==> src/sscd_regs.vh <==
// Constants for the SPI sensor command decoder
`ifndef SSCD_REGS_VH
`define SSCD_REGS_VH
// ==========================================================
// Command frame fields
`define SSCD_FRAME_BITS 16
`define SSCD_CNT_W 5
`define SSCD_BIT_ACCEL 15
`define SSCD_BIT_AXSEL 14
`define SSCD_BIT_OCSEL 13
`define SSCD_BIT_SIGNED 12
`define SSCD_BIT_OUTFN 11
`define SSCD_ADDR_HI 12
`define SSCD_ADDR_LO 8
`define SSCD_DATA_HI 7
`define SSCD_DATA_LO 0
// ==========================================================
// Configuration fields
`define SSCD_CFG_SIGNED 4
`define SSCD_CFG_OUTFN_A 2
`define SSCD_CFG_OUTFN_B 1
// ==========================================================
// Response prefixes, top three or six bits; parity at bit 10 is added later
`define SSCD_RSP_ACCEL 3'h1
`define SSCD_RSP_INIT 3'h0
`define SSCD_RSP_ACC_ST 3'h2
`define SSCD_RSP_ERR_HI 6'h03
`define SSCD_ST_ERR 2'h3
`define SSCD_ST_INVACC 2'h1
`define SSCD_ST_INTERR 2'h2
`define SSCD_ST_SPIERR 2'h0
`define SSCD_ST_MISOERR 2'h3
`define SSCD_RSP_INVREG 16'h0E00
`define SSCD_RSP_IDLE 16'h0000
`define SSCD_RSP_PAR 10
`define SSCD_ZERO8 8'h00
`endif

==> src/sscd_decoder.v <==
// SPI sensor command decoder: frame receive, checks and response
// How it works
// - Accel-select bit 1 means an acceleration data request.
// - Axis 0 gives cancelled or raw data by offset select; axis 1 invalid.
// - Signed bit matches config bit 4, output bit matches bit 2 OR bit 1.
// - Mismatch flags request mismatch and sends no acceleration data.
// - Acceleration commands must hold an odd count of ones.
// - Accel data only with no init, reset, internal or other errors.
// - Accel-select bit 0 means a register access.
// - Access select 0 reads, 1 writes.
// - Register access commands must hold an odd count of ones.
// - Write carries address in bits 12..8 and data in 7..0.
// - Write answered valid only with no errors and lock clear or control address.
// - With lock set only the device control register is writable.
// - Register writes happen after the frame ends.
// - An SPI error in the frame discards the write.
// - Read carries address in bits 12..8, data bits zero.
// - Read contents returned only with no errors.
// - Rising edge count other than sixteen is an SPI error.
// - Invalid accel request answered once, not recorded as a fault.
`timescale 1ns/1ps
`default_nettype none
`include "sscd_regs.vh"
module sscd_decoder
#(
    parameter FRAME_BITS = `SSCD_FRAME_BITS,
    parameter [4:0] CTL_ADDR = 5'h00
)
(
    input wire clk,
    input wire nrst,
    input wire sclk,
    input wire cs_n,
    input wire mosi,
    output reg miso,
    output wire miso_oe,
    input wire [7:0] device_configuration,
    input wire config_lock_bit,
    input wire init_pending_flag,
    input wire reset_occurred_flag,
    input wire internal_error_flag,
    input wire self_test_error,
    input wire self_test_active,
    input wire miso_verify_error,
    input wire [4:0] reg_writable_mask_addr,
    input wire addr_writable,
    input wire addr_readable,
    input wire [7:0] reg_read_data,
    input wire [9:0] accel_cancelled,
    input wire [9:0] accel_raw,
    output reg [4:0] reg_addr,
    output reg [7:0] reg_wdata,
    output reg reg_write,
    output reg request_mismatch,
    output reg spi_error
);
    // Pin order in the synchroniser bank: sclk, select, mosi
    localparam PIN_COUNT = 3;
    localparam [PIN_COUNT-1:0] PIN_IDLE = 3'h2;
    wire [PIN_COUNT-1:0] pin_raw;
    wire [PIN_COUNT-1:0] pin_s;
    wire sclk_s;
    wire cs_n_s;
    wire mosi_s;
    reg sclk_d;
    reg cs_d;
    reg [FRAME_BITS-1:0] shift_in;
    reg [FRAME_BITS-1:0] shift_out;
    reg [`SSCD_CNT_W-1:0] edges;
    reg [FRAME_BITS-1:0] next_resp;
    wire [FRAME_BITS-1:0] resp_word;
    wire par_ok;
    wire rsp_par;
    wire rise;
    wire fall;
    wire frame_end;
    wire frame_start;
    wire edge_err;
    wire cmd_err;
    wire is_accel;
    wire is_write;
    wire mism;
    wire [4:0] cmd_addr;
    wire lock_block;
    wire acc_invalid;
    wire acc_blocked;
    wire [1:0] acc_status;
    wire [9:0] acc_word;
    wire write_ok;
    wire read_ok;
    genvar gi;

    // ==========================================================
    // Pin synchronisers
    // Select idles high, so its flops reset high: no false frame edge
    assign pin_raw = {mosi, cs_n, sclk};
    generate
        for (gi = 0; gi < PIN_COUNT; gi = gi + 1)
        begin : g_sync
            sscd_sync #(.RST_VAL(PIN_IDLE[gi])) u_sync
            (
                .clk(clk),
                .nrst(nrst),
                .d(pin_raw[gi]),
                .q(pin_s[gi])
            );
        end
    endgenerate
    assign sclk_s = pin_s[0];
    assign cs_n_s = pin_s[1];
    assign mosi_s = pin_s[2];

    // Edge history of the synchronised pins
    always @(posedge clk or negedge nrst)
    begin
        if (!nrst)
        begin
            sclk_d <= 1'b0;
            cs_d <= 1'b0;
        end
        else
        begin
            sclk_d <= sclk_s;
            cs_d <= ~cs_n_s;
        end
    end

    assign rise = sclk_s & ~sclk_d;
    assign fall = ~sclk_s & sclk_d;
    assign frame_start = ~cs_n_s & ~cs_d;
    assign frame_end = cs_n_s & cs_d;
    // Drive only inside a frame so other slaves can share the line
    assign miso_oe = ~cs_n_s;

    // ==========================================================
    // Receive shifter and edge counter
    // Counter saturates so that 32 extra edges cannot wrap back to 16
    always @(posedge clk or negedge nrst)
    begin
        if (!nrst)
        begin
            shift_in <= `SSCD_RSP_IDLE;
            edges <= 5'h00;
        end
        else if (frame_start)
        begin
            edges <= 5'h00;
        end
        else if (~cs_n_s && rise)
        begin
            shift_in <= {shift_in[FRAME_BITS-2:0], mosi_s};
            if (edges != 5'h1F)
                edges <= edges + 5'h01;
        end
    end

    // ==========================================================
    // Command decode
    sscd_parity #(.WIDTH(FRAME_BITS)) u_pin
    (
        .word(shift_in),
        .odd(par_ok)
    );
    assign is_accel = shift_in[`SSCD_BIT_ACCEL];
    assign is_write = shift_in[`SSCD_BIT_AXSEL];
    assign cmd_addr = shift_in[`SSCD_ADDR_HI:`SSCD_ADDR_LO];
    // Sclk high at deselect also counts as a timing fault
    assign edge_err = (edges != FRAME_BITS) | sclk_s;
    // Odd parity for both command kinds; read data bits must be zero
    assign cmd_err = edge_err | ~par_ok |
        (~is_accel & ~is_write &
         (shift_in[`SSCD_DATA_HI:`SSCD_DATA_LO] != `SSCD_ZERO8));
    assign mism = (shift_in[`SSCD_BIT_SIGNED] !=
                   device_configuration[`SSCD_CFG_SIGNED]) |
                  (shift_in[`SSCD_BIT_OUTFN] !=
                   (device_configuration[`SSCD_CFG_OUTFN_A] |
                    device_configuration[`SSCD_CFG_OUTFN_B]));
    assign lock_block = config_lock_bit & (cmd_addr != CTL_ADDR);

    // ==========================================================
    // Outcome of the decoded command, shared by response and write
    // Axis 1 or a configuration mismatch is an invalid accel request
    assign acc_invalid = shift_in[`SSCD_BIT_AXSEL] | mism;
    assign acc_blocked = init_pending_flag | reset_occurred_flag |
        internal_error_flag;
    // Status field of valid data tells whether self-test is running
    assign acc_status = self_test_active ? `SSCD_ST_INTERR :
        `SSCD_ST_INVACC;
    // Offset select 0 picks cancelled data, 1 raw
    assign acc_word = shift_in[`SSCD_BIT_OCSEL] ? accel_raw :
        accel_cancelled;
    // Locked writes other than to the control address are refused,
    // but a pending MISO fault does not stop a write
    assign write_ok = addr_writable & ~lock_block;
    assign read_ok = addr_readable;

    // ==========================================================
    // Response selection for the following frame, in priority order
    always @*
    begin
        next_resp = `SSCD_RSP_IDLE;
        if (cmd_err)
            next_resp = {`SSCD_RSP_ERR_HI, `SSCD_ST_SPIERR, 8'h00};
        else if (miso_verify_error)
            next_resp = {`SSCD_RSP_ERR_HI, `SSCD_ST_MISOERR, 8'h00};
        else if (is_accel)
        begin
            // Axis 1 or config mismatch: invalid, only a mismatch is flagged
            if (acc_invalid)
                next_resp = {3'h6, 1'b0, 2'h0, `SSCD_ST_INVACC, 8'h00};
            else if (acc_blocked)
                next_resp = {3'h6, 1'b0, 2'h0, `SSCD_ST_INTERR, 8'h00};
            else if (self_test_error)
                next_resp = {3'h2, 1'b1, 2'h0, `SSCD_ST_ERR, 8'h00};
            else
            begin
                // Valid data: prefix, status, parity slot, sample
                next_resp = {3'h4, acc_status, 1'b0, acc_word};
            end
        end
        else if (is_write)
        begin
            if (~write_ok)
                next_resp = `SSCD_RSP_INVREG;
            else
                next_resp = {5'h04, 1'b0, 2'h2,
                    shift_in[`SSCD_DATA_HI:`SSCD_DATA_LO]};
        end
        else
        begin
            if (~read_ok)
                next_resp = `SSCD_RSP_INVREG;
            else
                next_resp = {5'h02, 1'b0, 2'h2,
                             reg_read_data};
        end
        // Parity slot left zero here; it is filled in below
        next_resp[`SSCD_RSP_PAR] = 1'b0;
    end

    sscd_parity #(.WIDTH(FRAME_BITS)) u_pout
    (
        .word(next_resp),
        .odd(rsp_par)
    );
    // Slot set when the rest holds an even count, so the total is odd
    assign resp_word = {next_resp[FRAME_BITS-1:`SSCD_RSP_PAR+1], ~rsp_par,
        next_resp[`SSCD_RSP_PAR-1:0]};

    // ==========================================================
    // Frame end: commit write, report flags
    // Write is issued only after deselect and only without SPI error
    always @(posedge clk or negedge nrst)
    begin
        if (!nrst)
        begin
            reg_write <= 1'b0;
            reg_addr <= 5'h00;
            reg_wdata <= 8'h00;
            request_mismatch <= 1'b0;
            spi_error <= 1'b0;
        end
        else
        begin
            reg_write <= 1'b0;
            if (frame_end)
            begin
                spi_error <= cmd_err;
                request_mismatch <= ~cmd_err & is_accel & mism;
                reg_addr <= cmd_addr;
                reg_wdata <= shift_in[`SSCD_DATA_HI:`SSCD_DATA_LO];
                // MISO mismatch still lets a valid write complete
                reg_write <= ~cmd_err & ~is_accel & is_write &
                             write_ok;
            end
        end
    end

    // ==========================================================
    // Transmit: the word latched at one frame end goes out in the next
    // First bit is shown at select, the rest after each falling sclk,
    // so each new bit appears three clock cycles after the falling sclk edge
    always @(posedge clk or negedge nrst)
    begin
        if (!nrst)
        begin
            shift_out <= `SSCD_RSP_IDLE;
            miso <= 1'b0;
        end
        else if (frame_end)
            shift_out <= resp_word;
        else if (frame_start)
            miso <= shift_out[FRAME_BITS-1];
        else if (~cs_n_s && fall)
        begin
            shift_out <= {shift_out[FRAME_BITS-2:0], 1'b0};
            miso <= shift_out[FRAME_BITS-2];
        end
    end

    // Spare input kept for pin compatibility; no logic depends on it
    wire unused_ok = |reg_writable_mask_addr;
endmodule // sscd_decoder
`default_nettype wire

==> src/sscd_sync.v <==
// Two flip-flop synchroniser for one pin input
`timescale 1ns/1ps
`default_nettype none
module sscd_sync
#(
    parameter [0:0] RST_VAL = 1'b0
)
(
    input wire clk,
    input wire nrst,
    input wire d,
    output reg q
);
    reg meta;
    // ==========================================================
    // First stage is read only by the second
    always @(posedge clk or negedge nrst)
    begin
        if (!nrst)
        begin
            // Reset to the pin's idle level so no false edge follows
            meta <= RST_VAL;
            q <= RST_VAL;
        end
        else
        begin
            meta <= d;
            q <= meta;
        end
    end
endmodule // sscd_sync
`default_nettype wire

==> src/sscd_parity.v <==
// Odd parity generator for a 16-bit word
`timescale 1ns/1ps
`default_nettype none
module sscd_parity
#(
    parameter WIDTH = 16
)
(
    input wire [WIDTH-1:0] word,
    output wire odd
);
    // High when the word holds an odd number of ones
    assign odd = ^word;
endmodule // sscd_parity
`default_nettype wire

==> config.mk <==
export PLATFORM = sky130hd
export DESIGN_NAME = sscd_decoder
export DESIGN_NICKNAME = d
export VERILOG_FILES = /design/src/sscd_decoder.v /design/src/sscd_sync.v /design/src/sscd_parity.v
export VERILOG_INCLUDE_DIRS = /design/src
export SDC_FILE = /design/constraint.sdc
export NUM_CORES = 1
export LEC_CHECK = 0
export BUFFER_PORTS_ARGS = -buffer_cell sky130_fd_sc_hd__buf_2
export CAP_MARGIN = 20
export CELL_PAD_IN_SITES_DETAIL_PLACEMENT = 0
export CELL_PAD_IN_SITES_GLOBAL_PLACEMENT = 1
export CORE_ASPECT_RATIO = 0.6
export CORE_MARGIN = 2
export CORE_UTILIZATION = 41
export DETAILED_ROUTE_END_ITERATION = 8
export HOLD_SLACK_MARGIN = 0.06
export PLACE_DENSITY = 0.82
export SYNTH_ARGS = -nofsm -noshare
export SYNTH_HDL_FRONTEND = slang
export SYNTH_SLANG_ARGS = --single-unit
==> constraint.sdc <==
create_clock -name clk -period 3.2 [get_ports clk]
set_input_delay 0.64 -clock clk [delete_from_list [all_inputs] [get_ports clk]]
set_output_delay 0.64 -clock clk [all_outputs]
set_load 0.02 [all_outputs]
==> flow_summary.ini, run 1 <==
[cells_and_area]
nets = 469
diodes = 0
drive_gt1_share_pct = 24.0
post-route-util_pct = 51.2
fin_cells = 517
num-fill-cells = 736
syn_to_final_growth_pct = 22.1

[worst_setup_path]
cp-end-kind = flip-flop
path_max_fanout = 13
required_ps = 3450
cp-start-kind = flip-flop
criticalPathCategory = reg -> reg
arrival_ps = 2920

[die]
core_area_um2 = 7820
die_w_um = 119
start_util_pct = 41.9
num_io_pins = 73
dieArea_um2 = 8750
num_rows = 25
die_h_um = 73.3

[run]
maxCapViolCount = 0

[clocking]
worstSkewPairLatency_ps = 330
clockBufferDepth = 2
clockRootBuffer = clkbuf_16
clock_sinks = 62
h-tree-depth = 3
cts_tree = yes
cts_buffers = 9
clk_pin_slew_ps = 50
postCtsHoldBufs = 0
cts_setup_buffers = 0
cts_resized = 0

[grt]
grt_pass1_wl_um = 12700
grt_pass1_vias = 2484
grt_max_degree = 36
antenna_found_initial = 0
grt_use_total_pct = 19.3
grt_overflow = 0

[place]
port_buffers = 62
dp.cells = 501
dp_hpwl_um = 5660
gp_congestion = 0.846
dp_worst_setup_slack_ps = 571

[power_and_ir_drop]
seq_power_share_pct = 39.7
ir_drop_mv = 0.338
p_leak_nw = 1.89
sw_frac_of_total_pct = 24.6
switchingPower_mw = 0.534
combinationalPowerShare_pct = 13.5
pwr-share-clk_pct = 46.9
p_per_area_nw_per_um2 = 543
p_int_mw = 1.64
totalPowerFinal_mw = 2.17

[yosys]
ys_ff_latch = 62
synth_cells = 344
yosysWarnings = 0
synth_ff_type = dfrtp_1
synthArstFlopShare_pct = 100
synth_top_family_by_area = compound AO/OA/AOI/OAI gates
post_synth_and_or_nand_nor_area_fraction_pct = 12.7
syn-num-nets = 409
syn_area_um2 = 3280
synth_mux_area_share_pct = 5.04
synth_fa_ha_area_share_pct = 3.82
synth_compound_area_share_pct = 20.2
synth_cell_types = 48
synth-edff-count = 0
syn-mean-instance-area_um2 = 9.53
synth_xor_area_share_pct = 5.80
seq_area_frac_synth_pct = 47.4

[sta]
drv_slew = 0
rsz0062_at_grt = false
fin_crit_sh_pct = 83.5
setup_slack_ps = 528
tightest_slew_ps = 814
max_slew_margin_pct = 45.7
setup_tns_ps = 0
min_period_ps = 2670
finClkSkew_ps = 5.59
hold_viol = 0
max_clock_freq_mhz = 374
finalSetupViolCount = 0

[drt]
wl_um = 7700
first_iter_violations = 136
via_count = 2633
drc = 0
wl_per_cell_um = 14.9
via_per_inst = 5.09
antenna_left = 0
drt_pass1_iterations = 4

[min_path]
hp-class = reg -> reg

[status]
status = finished, final reports clean
-- registers in the layout (all words and copies together), names as in the netlist --
| name | count |
|---|---|
| shift_in | 16 |
| shift_out | 16 |
| reg_wdata | 8 |
| edges | 5 |
| reg_addr | 5 |
| g_sync.u_sync.meta | 3 |
| g_sync.u_sync.q | 3 |
| cs_d | 1 |
| miso | 1 |
| reg_write | 1 |
| request_mismatch | 1 |
| sclk_d | 1 |
| spi_error | 1 |
-- area by class of cell --
class	instances	area (um2)	share of cell area (%)
Timing Repair Buffer	69	363	9.07
Sequential cell	62	1550	38.8
Clock inverter	3	40.0	1.00
Inverter	19	71.3	1.78
Clock buffer	13	280	7.00
Tap cell	108	135	3.38
Multi-Input combinational cell	243	1560	38.9
-- through the flow --
stage	area, um2	hold WS, ps
global placement	3680	337
finish	4000	347
floorplan	3280	331
detailed placement	3680	336
CTS	4000	348
global route	4000	349
-- synthesized netlist by cell type, types with 2 or more instances --
master	n	area, um2
o21ai_2	2	17.5
nand2b_1	3	18.8
mux2_2	4	45.0
dfrtp_1	60	1500
nand4_1	2	12.5
nand3_1	12	60.1
nand3b_1	3	22.5
o21ai_0	41	205
buf_1	2	7.51
o31ai_1	2	15.0
inv_1	19	71.3
xor2_1	6	52.6
a21oi_1	27	135
nor2b_1	2	12.5
nor3_1	4	20.0
clkbuf_1	13	48.8
ha_1	10	125
nor2_1	14	52.6
xnor2_1	13	114
mux2i_1	12	120
a21o_1	9	67.6
or3_1	2	12.5
nand2_1	36	135
buf_4	3	22.5
a22oi_1	11	82.6
o21ai_1	9	45.0
dfstp_2	2	52.6
-- routing by layer --
layer | global-route usage [%] | share of wire (%) | vias up
li1 | - | - | 1323
met1 | 28.0 | 51 | 1220
met2 | 26.7 | 40 | 84
met3 | 8.07 | 8.1 | 6
met4 | 4.31 | 0.81 | 0
met5 | 0 | 0 | -
-- power by group through the flow --
stage | Clock (mW) | Combinational, mW | Sequential (mW)
3_3_place_gp | 0 | 0.291 | 0.874
6_report | 1.02 | 0.293 | 0.862
2_1_floorplan | 0 | 0.175 | 0.888
3_5_place_dp | 0 | 0.296 | 0.876
5_1_grt | 1.09 | 0.328 | 0.869
4_1_cts | 1.04 | 0.298 | 0.863
-- cell families (layout without fill, tap and decap cells) --
family / Yosys count / in the layout
xor gates and xnor gates: 20 / 20
AOI/OAI and AO/OA: 111 / 111
adders and majority gates: 10 / 10
muxes: 16 / 16
DFF: 62 / 62
buffers and inverters: 39 / 104
and+or+nand+nor: 86 / 86
-- layout by cell type (no fill, tap or decap), drive strengths merged, types with 2 or more instances in the layout --
cell type / instances
clkinv: 2
buf: 69
mux2: 4
inv: 19
a22oi: 11
clkbuf: 13
nor2b: 2
nand3b: 3
nand2: 37
dfstp: 2
ha: 10
o21ai: 52
or3: 3
nand2b: 3
a21oi: 27
mux2i: 12
nand4: 2
xor2: 6
nor3: 4
a21o: 9
nand3: 12
o31ai: 2
xnor2: 13
dfrtp: 60
nor2: 14
-- critical path: stages, from the launching register on --
cell     delay (ps)
dfrtp_1         590
inv_1           100
ha_1            320
xnor2_1         200
xnor3_2         390
xnor2_1         150
or3_4           360
o21ai_2         170
o21ba_1         170
mux2i_1         120
-- worst paths after layout --
check,from,endpoint,slack [ps],cells after the start
setup reg to reg,shift_in[14]$_DFFE_PN0P_,shift_out[10]$_DFFE_PN0P_,530,9
setup / recovery,shift_in[14]$_DFFE_PN0P_,shift_out[10]$_DFFE_PN0P_,530,9
min in group asynchronous,nrst,reg_wdata[6]$_DFFE_PN0P_,400,1
hold / removal,g_sync[0].u_sync.meta$_DFF_PN0_,g_sync[0].u_sync.q$_DFF_PN0_,350,0
hold reg to reg,g_sync[0].u_sync.meta$_DFF_PN0_,g_sync[0].u_sync.q$_DFF_PN0_,350,0
max in group asynchronous,nrst,g_sync[1].u_sync.meta$_DFF_PN1_,2010,2
Note: power is estimated with default switching activity, not from simulation.
==> inputs of run 2 (changes only) <==
==> constraint.sdc (replaced) <==
create_clock -name clk -period 2.6 [get_ports clk]
set_input_delay 0.52 -clock clk [delete_from_list [all_inputs] [get_ports clk]]
set_output_delay 0.52 -clock clk [all_outputs]
set_load 0.02 [all_outputs]
==> flow_summary.ini, run 2 (synthesized netlist as in run 1, its figures left out) <==
[status]
status = finished, final reports clean

[sta]
hold_viol = 0
setup_slack_ps = 170
tightest_slew_ps = 569
min_period_ps = 2430
drv_slew = 0
finClkSkew_ps = 5.22
rsz0062_at_grt = false
setup_tns_ps = 0
max_clock_freq_mhz = 411
fin_crit_sh_pct = 93.5
max_slew_margin_pct = 62.1
finalSetupViolCount = 0

[place]
dp_worst_setup_slack_ps = 182
dpl_cell_area_um2 = 3720
dp.cells = 504
port_buffers = 62
dp_hpwl_um = 5600
gp_congestion = 0.824

[cells_and_area]
nets = 472
fin_cells = 520
drive_gt1_share_pct = 24.3
stdcell_area_um2 = 4020
largestRegisters = shift_in (16), shift_out (16), reg_wdata (8)
final_cell_mix = buf_2 (62), dfrtp_1 (60), o21ai_0 (41)
syn_to_final_growth_pct = 22.5
diodes = 0
final_common_cell = buf_2

[worst_setup_path]
required_ps = 2850
slowest_stage = xnor3_2
cp-end-kind = flip-flop
critPathLaunch = shift_in[4]$_DFFE_PN0P_
r2r-start = shift_in[4]$_DFFE_PN0P_
criticalPathCategory = reg -> reg
cp_cell_sequence = inv_1 -> ha_1 -> xor2_1 -> xnor3_2 -> xnor2_1 -> or3_4 -> o21ai_2 -> o21ba_1 -> mux2i_1
path_max_fanout = 3
cp-start-kind = flip-flop
slowest_delay_ps = 470
arrival_ps = 2680

[clocking]
clock_sinks = 62
cts_setup_buffers = 0
cts_tree = yes
worstSkewPairLatency_ps = 330
postCtsHoldBufs = 0
cts_buffers = 9
clk_pin_slew_ps = 50
h-tree-depth = 3
clockRootBuffer = clkbuf_16
cts_resized = 0
clockBufferDepth = 2

[grt]
antenna_found_initial = 0
grt_overflow = 0
grt_max_degree = 40
grt_use_total_pct = 19.5
grt_pass1_wl_um = 12900
grt_pass1_vias = 2529

[drt]
drt_pass1_iterations = 4
antenna_left = 0
drc = 0
via_per_inst = 5.08
first_iter_violations = 148
wl_per_cell_um = 14.9
via_count = 2640
wl_um = 7740

[die]
dieArea_um2 = 8750
die_h_um = 73.3
num_io_pins = 73
core_area_um2 = 7820
num_rows = 25
start_util_pct = 41.9
die_w_um = 119

[power_and_ir_drop]
ir_drop_mv = 0.389
p_leak_nw = 1.90
totalPowerFinal_mw = 2.63
p_per_area_nw_per_um2 = 654

[run]
maxCapViolCount = 0

[min_path]
hp-class = in -> async
run 2: cell count changes in the layout (fill, tap and decap cells not counted), sizes merged:
cell / delta
clkinv: +1
buf: +3
clkbuf: -1
run 2: power by group:
group / total (mW) / internal (mW) / switching, mW
clock: 1.20 / 0.788 / 0.411
sequential: 1.06 / 1.02 / 0.0412
combinational: 0.366 / 0.156 / 0.210
run 2: path summary, 6_finish.rpt:
path	end	slack (ps)	cells after the start
worst max-delay path	shift_out[10]$_DFFE_PN0P_	170	9
worst min-delay path	reg_wdata[6]$_DFFE_PN0P_	180	1
worst max register to register	shift_out[10]$_DFFE_PN0P_	170	9
worst min register to register	g_sync[2].u_sync.q$_DFF_PN0_	350	0
max in group asynchronous	g_sync[1].u_sync.q$_DFF_PN1_	1750	2
min in group clk	g_sync[1].u_sync.meta$_DFF_PN1_	290	1
run 2: routing by layer:
layer / GRT usage [%] / part of all wire (%) / vias up
met5: 0 / 0 / -
met4: 4.05 / 0.83 / 0
met3: 8.77 / 8.1 / 6
met2: 27.2 / 40 / 78
met1: 27.8 / 51 / 1225
li1: - / - / 1331
run 2: worst max-delay path: cells and delay by family, from the launching register on:
family | cells | cell delay [ps]
AOI/OAI and AO/OA | 2 | 320
xor gates and xnor gates | 3 | 800
adders and majority gates | 1 | 320
buffers and inverters | 1 | 80
DFF | 1 | 360
muxes | 1 | 110
and+or+nand+nor | 1 | 360
run 2: area by class of cell:
| class | count | area, um2 |
|---|---|---|
| Multi-Input combinational cell | 243 | 1560 |
| Clock buffer | 12 | 256 |
| Timing Repair Buffer | 72 | 398 |
| Clock inverter | 4 | 45.0 |
| Sequential cell | 62 | 1550 |
| Inverter | 19 | 71.3 |
| Tap cell | 108 | 135 |
| Fill cell | 734 | 3800 |
run 2: through the flow:
| stage | hold slack [ps] | util, % |
|---|---|---|
| floorplan | 224 | - |
| global placement | 334 | 47.5 |
| detailed placement | 338 | 47.5 |
| CTS | 191 | 51.4 |
| global route | 224 | 51.4 |
| finish | 185 | 51.4 |
